===== src/hw/cisp_defs.svh =====
/*
 Constants for the card interface select and power control block.
 Assumes inclusion by the package and the top module only.
*/
`ifndef CISP_DEFS_SVH
`define CISP_DEFS_SVH
`define CISP_DEBOUNCE_MS      8
`define CISP_CLK_KHZ          200000
`define CISP_DEBOUNCE_CYC     (`CISP_DEBOUNCE_MS * `CISP_CLK_KHZ)
`define CISP_OSC_TIMEOUT      64
`define CISP_DIV_W            3
`endif


===== src/hw/cisp_pkg.sv =====
/*
 Types for the card interface select and power control block.
 Assumes the defines header is available on the include path.
*/
`include "cisp_defs.svh"
package cisp_pkg;
	typedef enum logic [1:0] {
		CISP_PWR_ACTIVE   = 2'h0,
		CISP_PWR_STANDBY  = 2'h1,
		CISP_PWR_DEEP     = 2'h2
	} cisp_pwr_type;

	typedef enum logic [1:0] {
		CISP_DIV8 = 2'h0,
		CISP_DIV4 = 2'h1,
		CISP_DIV2 = 2'h2,
		CISP_DIV1 = 2'h3
	} cisp_ratio_type;

	// Host configuration lines held inside the device
	typedef struct packed {
		logic card_power_cmd_n;
		logic card_reset_request;
		logic clk_ratio_sel_a;
		logic clk_ratio_sel_b;
		logic supply_high_sel_n;
		logic supply_low_sel_n;
		logic host_io_line;
		logic host_aux_line_a;
		logic host_aux_line_b;
	} cisp_cfg_type;
endpackage


===== src/hw/cisp_top.sv =====
/*
 Select, low-power, clock and presence control of a smart card interface.
 Assumes all pins are asynchronous to clk; the oscillator pin is sampled
 as a level; analog supervisors and the card sequencer sit outside.
*/
`timescale 1ns/1ps
`default_nettype none
`include "cisp_defs.svh"
// How it works
// - Card inactive (power command high) puts the device in standby by default.
// - Standby keeps supervisors running and presence detection working.
// - Inactive card plus both supply selects low enters deep sleep.
// - Deep sleep turns supervisors off; fault flag follows inverted presence input.
// - Crystal oscillator is halted by the device on deep sleep entry.
// - Crystal or external clock is detected automatically, no configuration pin.
// - Crystal runs only while power command is low.
// - Divided card clocks by two, four, eight keep near fifty percent duty.
// - With chip select high all multiplexed lines act normally.
// - Chip select low floats multiplexed pins and freezes configuration.
// - Chip select rise loads pins; power command high starts deactivation.
// - Deselected device shows fault flag high; host polls devices in turn.
// - Removal or fault deactivates card even when deselected; shown after select.
// - Presence input is active low; an open input reads as present.
// - Insertion reported after stable debounce interval; removal acts immediately.
// - Rising edge of internal power command starts deactivation.
module cisp_top
	import cisp_pkg::*;
#(
	parameter int unsigned DEBOUNCE_CYC = `CISP_DEBOUNCE_CYC
) (
	input  wire logic         clk,
	input  wire logic         rst_n,
	input  wire logic         chip_select,
	input  wire cisp_cfg_type cfg_pins,
	input  wire logic         card_present_n,
	input  wire logic         osc_input,
	input  wire logic         supply_fault,
	input  wire logic         card_io_in,
	output logic              host_io_out,
	output logic              host_io_oe_n,
	output logic              fault_flag_n,
	output logic              fault_flag_oe_n,
	output logic              card_clk,
	output logic              card_power_on,
	output logic              card_rst,
	output logic              deactivate_start,
	output logic              supervisors_on,
	output logic              osc_enable,
	output logic              crystal_mode,
	output cisp_pwr_type      power_state,
	output cisp_cfg_type      cfg_internal
);
	localparam int CFG_W = $bits(cisp_cfg_type);

	// Three-stage synchronisers; a change counts when stages two and three agree
	logic [CFG_W-1:0] cfg_s1;
	logic [CFG_W-1:0] cfg_s2;
	logic [CFG_W-1:0] cfg_s3;
	logic [CFG_W-1:0] cfg_stable;
	logic [2:0]       cs_sync;
	logic [2:0]       pres_sync;
	logic [2:0]       osc_sync;
	logic [2:0]       fault_sync;
	logic             cs_stable;
	logic             pres_stable_n;
	logic             osc_stable;
	logic             fault_stable;

	always_ff @(posedge clk or negedge rst_n) begin
		if (!rst_n) begin
			cfg_s1     <= '1;
			cfg_s2     <= '1;
			cfg_s3     <= '1;
		end else begin
			cfg_s1     <= cfg_pins;
			cfg_s2     <= cfg_s1;
			cfg_s3     <= cfg_s2;
		end
	end

	// A single-cycle glitch never reaches stages two and three together
	always_ff @(posedge clk or negedge rst_n) begin
		if (!rst_n) begin
			cs_sync    <= 3'h0;
			pres_sync  <= 3'h7;
			osc_sync   <= 3'h0;
			fault_sync <= 3'h0;
		end else begin
			cs_sync    <= {cs_sync[1:0], chip_select};
			pres_sync  <= {pres_sync[1:0], card_present_n};
			osc_sync   <= {osc_sync[1:0], osc_input};
			fault_sync <= {fault_sync[1:0], supply_fault};
		end
	end

	wire [CFG_W-1:0] cfg_agree = ~(cfg_s2 ^ cfg_s3);
	wire [CFG_W-1:0] next_cfg_stable = (cfg_s3 & cfg_agree) | (cfg_stable & ~cfg_agree);
	wire next_cs_stable   = (cs_sync[1] == cs_sync[2]) ? cs_sync[2] : cs_stable;
	wire next_pres_stable = (pres_sync[1] == pres_sync[2]) ? pres_sync[2] : pres_stable_n;
	wire next_osc_stable  = (osc_sync[1] == osc_sync[2]) ? osc_sync[2] : osc_stable;
	wire next_fault_stable = (fault_sync[1] == fault_sync[2]) ? fault_sync[2] : fault_stable;

	always_ff @(posedge clk or negedge rst_n) begin
		if (!rst_n) begin
			cfg_stable    <= '1;
			cs_stable     <= 1'b0;
			pres_stable_n <= 1'b1;
			osc_stable    <= 1'b0;
			fault_stable  <= 1'b0;
		end else begin
			cfg_stable    <= next_cfg_stable;
			cs_stable     <= next_cs_stable;
			pres_stable_n <= next_pres_stable;
			osc_stable    <= next_osc_stable;
			fault_stable  <= next_fault_stable;
		end
	end

	// Configuration freezes while deselected and reloads on select
	cisp_cfg_type cfg_hold;
	wire cisp_cfg_type next_cfg_hold = cs_stable ? cisp_cfg_type'(cfg_stable) : cfg_hold;

	always_ff @(posedge clk or negedge rst_n) begin
		if (!rst_n) begin
			cfg_hold <= '1;
		end else begin
			cfg_hold <= next_cfg_hold;
		end
	end

	// Presence: low is present; open pin pulled low internally reads present
	logic [31:0] deb_count;
	logic        present;
	wire         pres_raw = ~pres_stable_n;
	wire         deb_done = (deb_count >= DEBOUNCE_CYC - 1);
	wire [31:0]  next_deb_count = !pres_raw ? 32'h0 :
		(deb_done ? deb_count : deb_count + 32'h1);
	wire         next_present = pres_raw & (present | deb_done);

	always_ff @(posedge clk or negedge rst_n) begin
		if (!rst_n) begin
			deb_count <= 32'h0;
		end else begin
			deb_count <= next_deb_count;
		end
	end

	always_ff @(posedge clk or negedge rst_n) begin
		if (!rst_n) begin
			present   <= 1'b0;
		end else begin
			present   <= next_present;
		end
	end

	// Power state from frozen configuration
	wire cmd_inactive = cfg_hold.card_power_cmd_n;
	wire deep_req = cmd_inactive & ~cfg_hold.supply_high_sel_n & ~cfg_hold.supply_low_sel_n;
	wire cisp_pwr_type next_power_state = deep_req ? CISP_PWR_DEEP :
		(cmd_inactive ? CISP_PWR_STANDBY : CISP_PWR_ACTIVE);

	// Card session: ends on command rise, removal or fault, even when deselected
	logic cmd_prev_n;
	logic session;
	wire  cmd_rise = cfg_hold.card_power_cmd_n & ~cmd_prev_n;
	wire  fault_evt = session & (~present | fault_stable);
	wire  next_deact = cmd_rise | fault_evt;
	// A session opens only on a fall of the command, never by itself after a fault
	wire  next_session = ~cmd_inactive & present & ~fault_stable & (session | cmd_prev_n);
	logic fault_latched;
	wire  next_fault_latched = fault_evt | (fault_latched & ~cmd_inactive);

	// Crystal detection: no toggling seen on the oscillator pin within a window
	logic [7:0] osc_idle;
	logic       osc_prev;
	wire  osc_edge = osc_stable ^ osc_prev;
	wire  next_osc_enable = (next_power_state == CISP_PWR_ACTIVE);
	wire [7:0] next_osc_idle = osc_edge ? 8'h0 :
		((osc_idle == 8'(`CISP_OSC_TIMEOUT)) ? osc_idle : osc_idle + 8'h1);
	wire  next_crystal = osc_enable ? (osc_idle == 8'(`CISP_OSC_TIMEOUT)) : crystal_mode;

	always_ff @(posedge clk or negedge rst_n) begin
		if (!rst_n) begin
			cmd_prev_n       <= 1'b1;
			session          <= 1'b0;
			deactivate_start <= 1'b0;
			fault_latched    <= 1'b0;
		end else begin
			cmd_prev_n       <= cfg_hold.card_power_cmd_n;
			session          <= next_session & ~next_deact;
			deactivate_start <= next_deact;
			fault_latched    <= next_fault_latched;
		end
	end

	always_ff @(posedge clk or negedge rst_n) begin
		if (!rst_n) begin
			power_state      <= CISP_PWR_STANDBY;
		end else begin
			power_state      <= next_power_state;
		end
	end

	always_ff @(posedge clk or negedge rst_n) begin
		if (!rst_n) begin
			osc_enable       <= 1'b0;
			osc_prev         <= 1'b0;
			osc_idle         <= 8'h0;
			crystal_mode     <= 1'b0;
		end else begin
			osc_enable       <= next_osc_enable;
			osc_prev         <= osc_stable;
			osc_idle         <= next_osc_idle;
			crystal_mode     <= next_crystal;
		end
	end

	// Card clock divider; toggling flops give exact half duty for /2,/4,/8
	logic [`CISP_DIV_W-1:0] div_count;
	// Ratio pins are gray coded; the exclusive or turns them into the enum order
	wire cisp_ratio_type ratio = cisp_ratio_type'({cfg_hold.clk_ratio_sel_a,
		cfg_hold.clk_ratio_sel_a ^ cfg_hold.clk_ratio_sel_b});
	wire div_clk = (ratio == CISP_DIV8) ? div_count[2] :
		(ratio == CISP_DIV4) ? div_count[1] :
		(ratio == CISP_DIV2) ? div_count[0] : osc_stable;
	wire next_card_clk = session & div_clk;
	wire [`CISP_DIV_W-1:0] next_div_count = osc_edge & osc_stable ?
		div_count + `CISP_DIV_W'(1) : div_count;

	// Fault flag: deep sleep mirrors inverted presence; deselect shows high
	wire next_fault_flag_n = !cs_stable ? 1'b1 :
		(power_state == CISP_PWR_DEEP) ? ~pres_stable_n : (present & ~fault_latched);

	always_ff @(posedge clk or negedge rst_n) begin
		if (!rst_n) begin
			div_count       <= '0;
		end else begin
			div_count       <= next_div_count;
		end
	end

	always_ff @(posedge clk or negedge rst_n) begin
		if (!rst_n) begin
			card_clk        <= 1'b0;
		end else begin
			card_clk        <= next_card_clk;
		end
	end

	always_ff @(posedge clk or negedge rst_n) begin
		if (!rst_n) begin
			card_power_on   <= 1'b0;
			card_rst        <= 1'b0;
		end else begin
			card_power_on   <= session;
			card_rst        <= session & cfg_hold.card_reset_request;
		end
	end

	always_ff @(posedge clk or negedge rst_n) begin
		if (!rst_n) begin
			supervisors_on  <= 1'b1;
		end else begin
			supervisors_on  <= (next_power_state != CISP_PWR_DEEP);
		end
	end

	always_ff @(posedge clk or negedge rst_n) begin
		if (!rst_n) begin
			fault_flag_n    <= 1'b1;
			fault_flag_oe_n <= 1'b1;
		end else begin
			fault_flag_n    <= next_fault_flag_n;
			fault_flag_oe_n <= ~cs_stable;
		end
	end

	always_ff @(posedge clk or negedge rst_n) begin
		if (!rst_n) begin
			host_io_out     <= 1'b1;
			host_io_oe_n    <= 1'b1;
		end else begin
			host_io_out     <= card_io_in;
			host_io_oe_n    <= ~(cs_stable & session & cfg_hold.host_io_line);
		end
	end

	always_ff @(posedge clk or negedge rst_n) begin
		if (!rst_n) begin
			cfg_internal    <= '1;
		end else begin
			cfg_internal    <= cfg_hold;
		end
	end
endmodule
`default_nettype wire


===== config.mk =====
export PLATFORM = sky130hd
export DESIGN_NAME = cisp_top
export DESIGN_NICKNAME = d
export VERILOG_FILES = /design/src/hw/cisp_pkg.sv /design/src/hw/cisp_top.sv
export VERILOG_INCLUDE_DIRS = /design/src /design/src/hw
export SDC_FILE = /design/constraint.sdc
export NUM_CORES = 1
export LEC_CHECK = 0
export ABC_AREA = 1
export ABC_CLOCK_PERIOD_IN_PS = 2200
export BUFFER_PORTS_ARGS = -buffer_cell sky130_fd_sc_hd__buf_4
export CAP_MARGIN = 10
export CORE_UTILIZATION = 48
export CTS_BUF_LIST = sky130_fd_sc_hd__clkbuf_8
export DETAILED_ROUTE_END_ITERATION = 8
export PLACE_DENSITY_LB_ADDON = 0.3
export SLEW_MARGIN = 20
export SYNTH_ARGS = -nofsm -noshare
export SYNTH_HDL_FRONTEND = slang
export SYNTH_SLANG_ARGS = --single-unit

===== constraint.sdc =====
create_clock -name clk -period 2.2 [get_ports clk]
set_input_delay 0.33 -clock clk [delete_from_list [all_inputs] [get_ports clk]]
set_output_delay 0.33 -clock clk [all_outputs]
set_load 0.01 [all_outputs]

# Word-level counts from Yosys, hierarchy flattened
# Index checks and enable logic that the tools add are counted.
# word_totals
reg_bits,130
latchBits,0
ramBits,0
romBits,0
word_cells,117
memories,0
# op_classes
add_sub_neg,3
n_mul,0
div_mod_pow,0
n_lt_le_gt_ge,1
eq_ne,11
n_shift,0
muxes,11
bitwise,40
reduce_logical,2
# op_table
cell,count
32-bit 2-to-1 mux,2
"32-bit by 1-bit adder with 32-bit output, second input constant",1
"32-bit by 21-bit greater-or-equal comparator with 1-bit output, second input constant",1
9-bit AND,2
9-bit inverter,2
1-bit AND,16
8-bit 2-to-1 mux,2
1-bit inverter,11
9-bit OR,1
9-bit bitwise XOR,1
"8-bit by 1-bit adder with 8-bit output, second input constant",1
"8-bit by 7-bit equality test with 1-bit output, second input constant",1
1-bit 2-to-1 mux,6
"2-bit inequality test, second input constant",3
1-bit OR,5
1-bit equality test,4
"2-bit equality test, second input constant",2
2-bit zero test,2
"3-bit by 1-bit adder with 3-bit output, second input constant",1
"2-bit by 1-bit equality test with 1-bit output, second input constant",1
2-bit 2-to-1 mux,1
1-bit bitwise XOR,2

# Logic depth before layout (Yosys ltp)
# logic_depth
word_depth,6
depth_mapped,13
depth_no_buf,12

# Worst setup path after synthesis
# No wires, ideal clock.
# synth_timing
kind,register to register
from,register deb_count[0]
to,register deb_count[10]
arrival_time_ns,1.516
required_ns,2.083
setup_slack_ns,0.567
stages_incl_launch_ff,14
path_buffers,1
period_less_slack_ns,1.633
path_cell_list,dfrtp_1 -> ha_1 -> nand3_2 -> inv_2 -> nand2_2 -> inv_2 -> nand2_1 -> nand2_2 -> nand2_4 -> nand2_4 -> nand2_4 -> buf_6 -> nand2_1 -> nand2_1
# synth_via
elab_chain_len,3
word_cells_on_any_way,5
# synth_lines
element,line,rtl
start: declaration,cisp_top.sv:132,logic [31:0] deb_count;
start signal: assignment,cisp_top.sv:144,deb_count <= next_deb_count;
32-bit by 1-bit adder with 32-bit output,cisp_top.sv:137,(deb_done ? deb_count : deb_count + 32'h1);
32-bit 2-to-1 mux,cisp_top.sv:137,
32-bit 2-to-1 mux,cisp_top.sv:136,wire [31:0] next_deb_count = !pres_raw ? 32'h0 :
# Several ways; a longest one is shown, not always the timed one. The select of a mux whose other input is x is not followed.
# A chain may end at the register's enable or synchronous reset.

# Worst setup path after layout
# layout_timing
from,register deb_count[0]
to,register deb_count[17]
# The elaborated chain is that of the path after synthesis.

==> flow_summary.ini <==
[detailed_routing]
dr.pass1.iters = 5
routed_wl_um = 9400
avgViaCountPerCell = 4.88
drc_errors = 0
drtAntennaViolNets = 0
via_count = 3522
routedWlPerCell_um = 13.0
drt_iter0_markers = 171

[sta]
fin_crit_ns = 1.96
rsz0062_at_grt = false
fin_crit_sh = 0.890
fin_tns_setup_ns = 0
drv_slew = 0
worstMarginPinSlew_ns = 0.532
fmax_mhz = 511
hold_viol_final = 0
max_slew_margin = 0.643
hold_ws_ns = 0.352
fin_skew_ns = 0.00575
finalSetupViolCount = 0

[floorplan]
dieHeight_um = 105
fp-row-count = 37
die_w_um = 105
die_area_um2 = 11100
start_util = 0.496
io_pins = 38
core-area_um2 = 10300

[layout]
fin_nets = 593
final_cell_mix = 125 x nand2_1, 67 x nor2_1, 66 x dfrtp_1
drive_gt1_frac = 0.262
layout.cells.non_filler = 721
diodes = 0
final_common_cell = nand2_1
area_delta_synth_final_pct = 19.8
n_fill_cell = 853

[clock_network]
cts.clk_slew.worst_paths_ns = 0.08
cts_max_path_buffers = 2
root_buffer = clkbuf_8
post_cts_buffers = 0
numCtsBuffers = 17
clock_latency_ns = 0.45
cts_tree = yes
htree_levels = 4
cts.sink_count = 130
cts_resized = 0

[yosys]
synth_cell_types = 30
synth.avg_cell_area_um2 = 10.2
synthesis.nets = 525
synth_seq_area_share = 0.651
synth_seq_cells = 130
synth_area_um2 = 5120
yosys_warnings = 0
synthesis.instances = 504

[setup_path]
critical_path_class = reg2reg
rrSetupSlack_ns = 0.24
critPathMaxFanout = 17
reg2reg_depth = 12
crit_path_start = deb_count[0]
r2r-end = deb_count[17]
crit_arrival_ns = 2.30
worstSetupStartpointType = flip-flop
crit_end = deb_count[17]
r2r_start = deb_count[0]
end_kind = flip-flop
crit_required_ns = 2.54

[placement]
globalplace.congestion = 0.935
port_buffers = 37
dp.cells = 674
hpwlAfterDp_um = 6290

[grt]
grtUsageTotal = 0.193
grt_pass1_vias = 3584
grt_overflow_total = 0
grt_pass1_wl_um = 16400
grt_max_degree = 63
antenna_found_initial = 0

[pwr]
power_leakage_nw = 2.85
max-vdd-ir-drop_mv = 0.556
pwr_density_cell_nw_per_um2 = 866
total_power_mw = 5.31

[worst_hold_path]
min_path_type = reg2reg

[job]
drv_cap = 0

[status]
status = finished, final reports clean
where the power goes:
group | leakage (nW) | switching, mW | total [mW] | internal [mW]
Clock | 0.203 | 1.06 | 2.01 | 0.948
Combinational | 1.10 | 0.276 | 0.498 | 0.223
Sequential | 1.55 | 0.128 | 2.80 | 2.67
Total | 2.85 | 1.47 | 5.31 | 3.85
cells in the mapped netlist, drive strengths merged:
cell type / number / area [um^2]
o21bai: 1 / 7.51
ha: 5 / 62.6
maj3: 13 / 130
clkbuf: 6 / 22.5
o21ai: 16 / 80.1
nor2: 69 / 274
or2: 1 / 6.26
nor4: 1 / 6.26
dfstp: 64 / 1680
nand3: 35 / 180
buf: 4 / 33.8
nor3: 8 / 40.0
nand4: 6 / 37.5
mux2: 1 / 11.3
xnor2: 3 / 26.3
a21oi: 11 / 55.1
xor2: 10 / 87.6
a31oi: 1 / 6.26
and2: 1 / 6.26
inv: 49 / 184
nand2: 131 / 522
dfrtp: 66 / 1650
clkinv: 2 / 7.51
per-layer routing:
metal  vias up  wire length (um)  global-route usage
li1       1726                 -                   -
met1      1699              4290               0.247
met2        80              4600               0.306
met3        17               360              0.0557
met4         0               158              0.0835
met5         -                 0                   0
kinds of logic (layout without fill, tap and decap cells):
logic type,count (synthesis),in the layout,share of synthesized area
AND/OR/NAND/NOR,252,252,0.209
multiplexers,1,1,0.00220
buffers and inverters,61,142,0.0484
flip-flops,130,130,0.651
adder cells (fa/ha/maj),18,18,0.0376
AO/OA/AOI/OAI,29,29,0.0291
XOR/XNOR,13,13,0.0222
layout make-up:
cell class,instances,area [um^2],area share
flip-flops and latches,130,3330,0.544
inverters,51,191,0.0312
repair buffers,59,493,0.0804
well taps,136,170,0.0277
clock buffers,17,234,0.0382
multi-input cells,313,1540,0.251
clock inverters,15,171,0.0280
timing repair:
action,CTS,global route
endpoints found under the hold margin,23,0
hold buffers,15,0
endpoints found under the setup margin,0,0
stage by stage:
step	utilization	setup WS [ns]	instance area [um^2]
after global routing	0.594	0.0758	6130
after CTS	0.594	0.255	6130
after global placement	0.540	0.387	5580
final	0.594	0.242	6130
after detailed placement	0.540	0.300	5580
after floorplan	-	0.567	5120
sequential cells by signal (all words and copies together) (netlist names), 2 cells and up, named ones only:
register and flops:
cfg_internal 9, cs_sync 3, cfg_s3 9, deb_count 32, fault_sync 3, pres_sync 3, osc_idle 8, div_count 3
cfg_s2 9, cfg_s1 9, cfg_hold 8, osc_sync 3, power_state 2
worst min path at each step:
stage	start	endpoint	cells past startpoint
final	cs_sync[0]	cs_sync[1]	0
after global routing	cs_sync[0]	cs_sync[1]	0
after CTS	cs_sync[0]	cs_sync[1]	0
after detailed placement	rst_n	osc_sync[2]	1
after global placement	rst_n	osc_sync[2]	1
after floorplan	rst_n	card_clk	0
worst max-delay path: stages, from the launching register on:
cell,delay [ns]
dfrtp_1,0.46
ha_1,0.31
nand3_2,0.14
inv_2,0.09
nand2_2,0.07
inv_2,0.07
nand2_1,0.06
nand2_2,0.08
nand2_4,0.07
nand2_4,0.17
nand2_4,0.16
nand2_1,0.12
nand2_1,0.05
No activity file was read; power rests on OpenSTA's default activity.
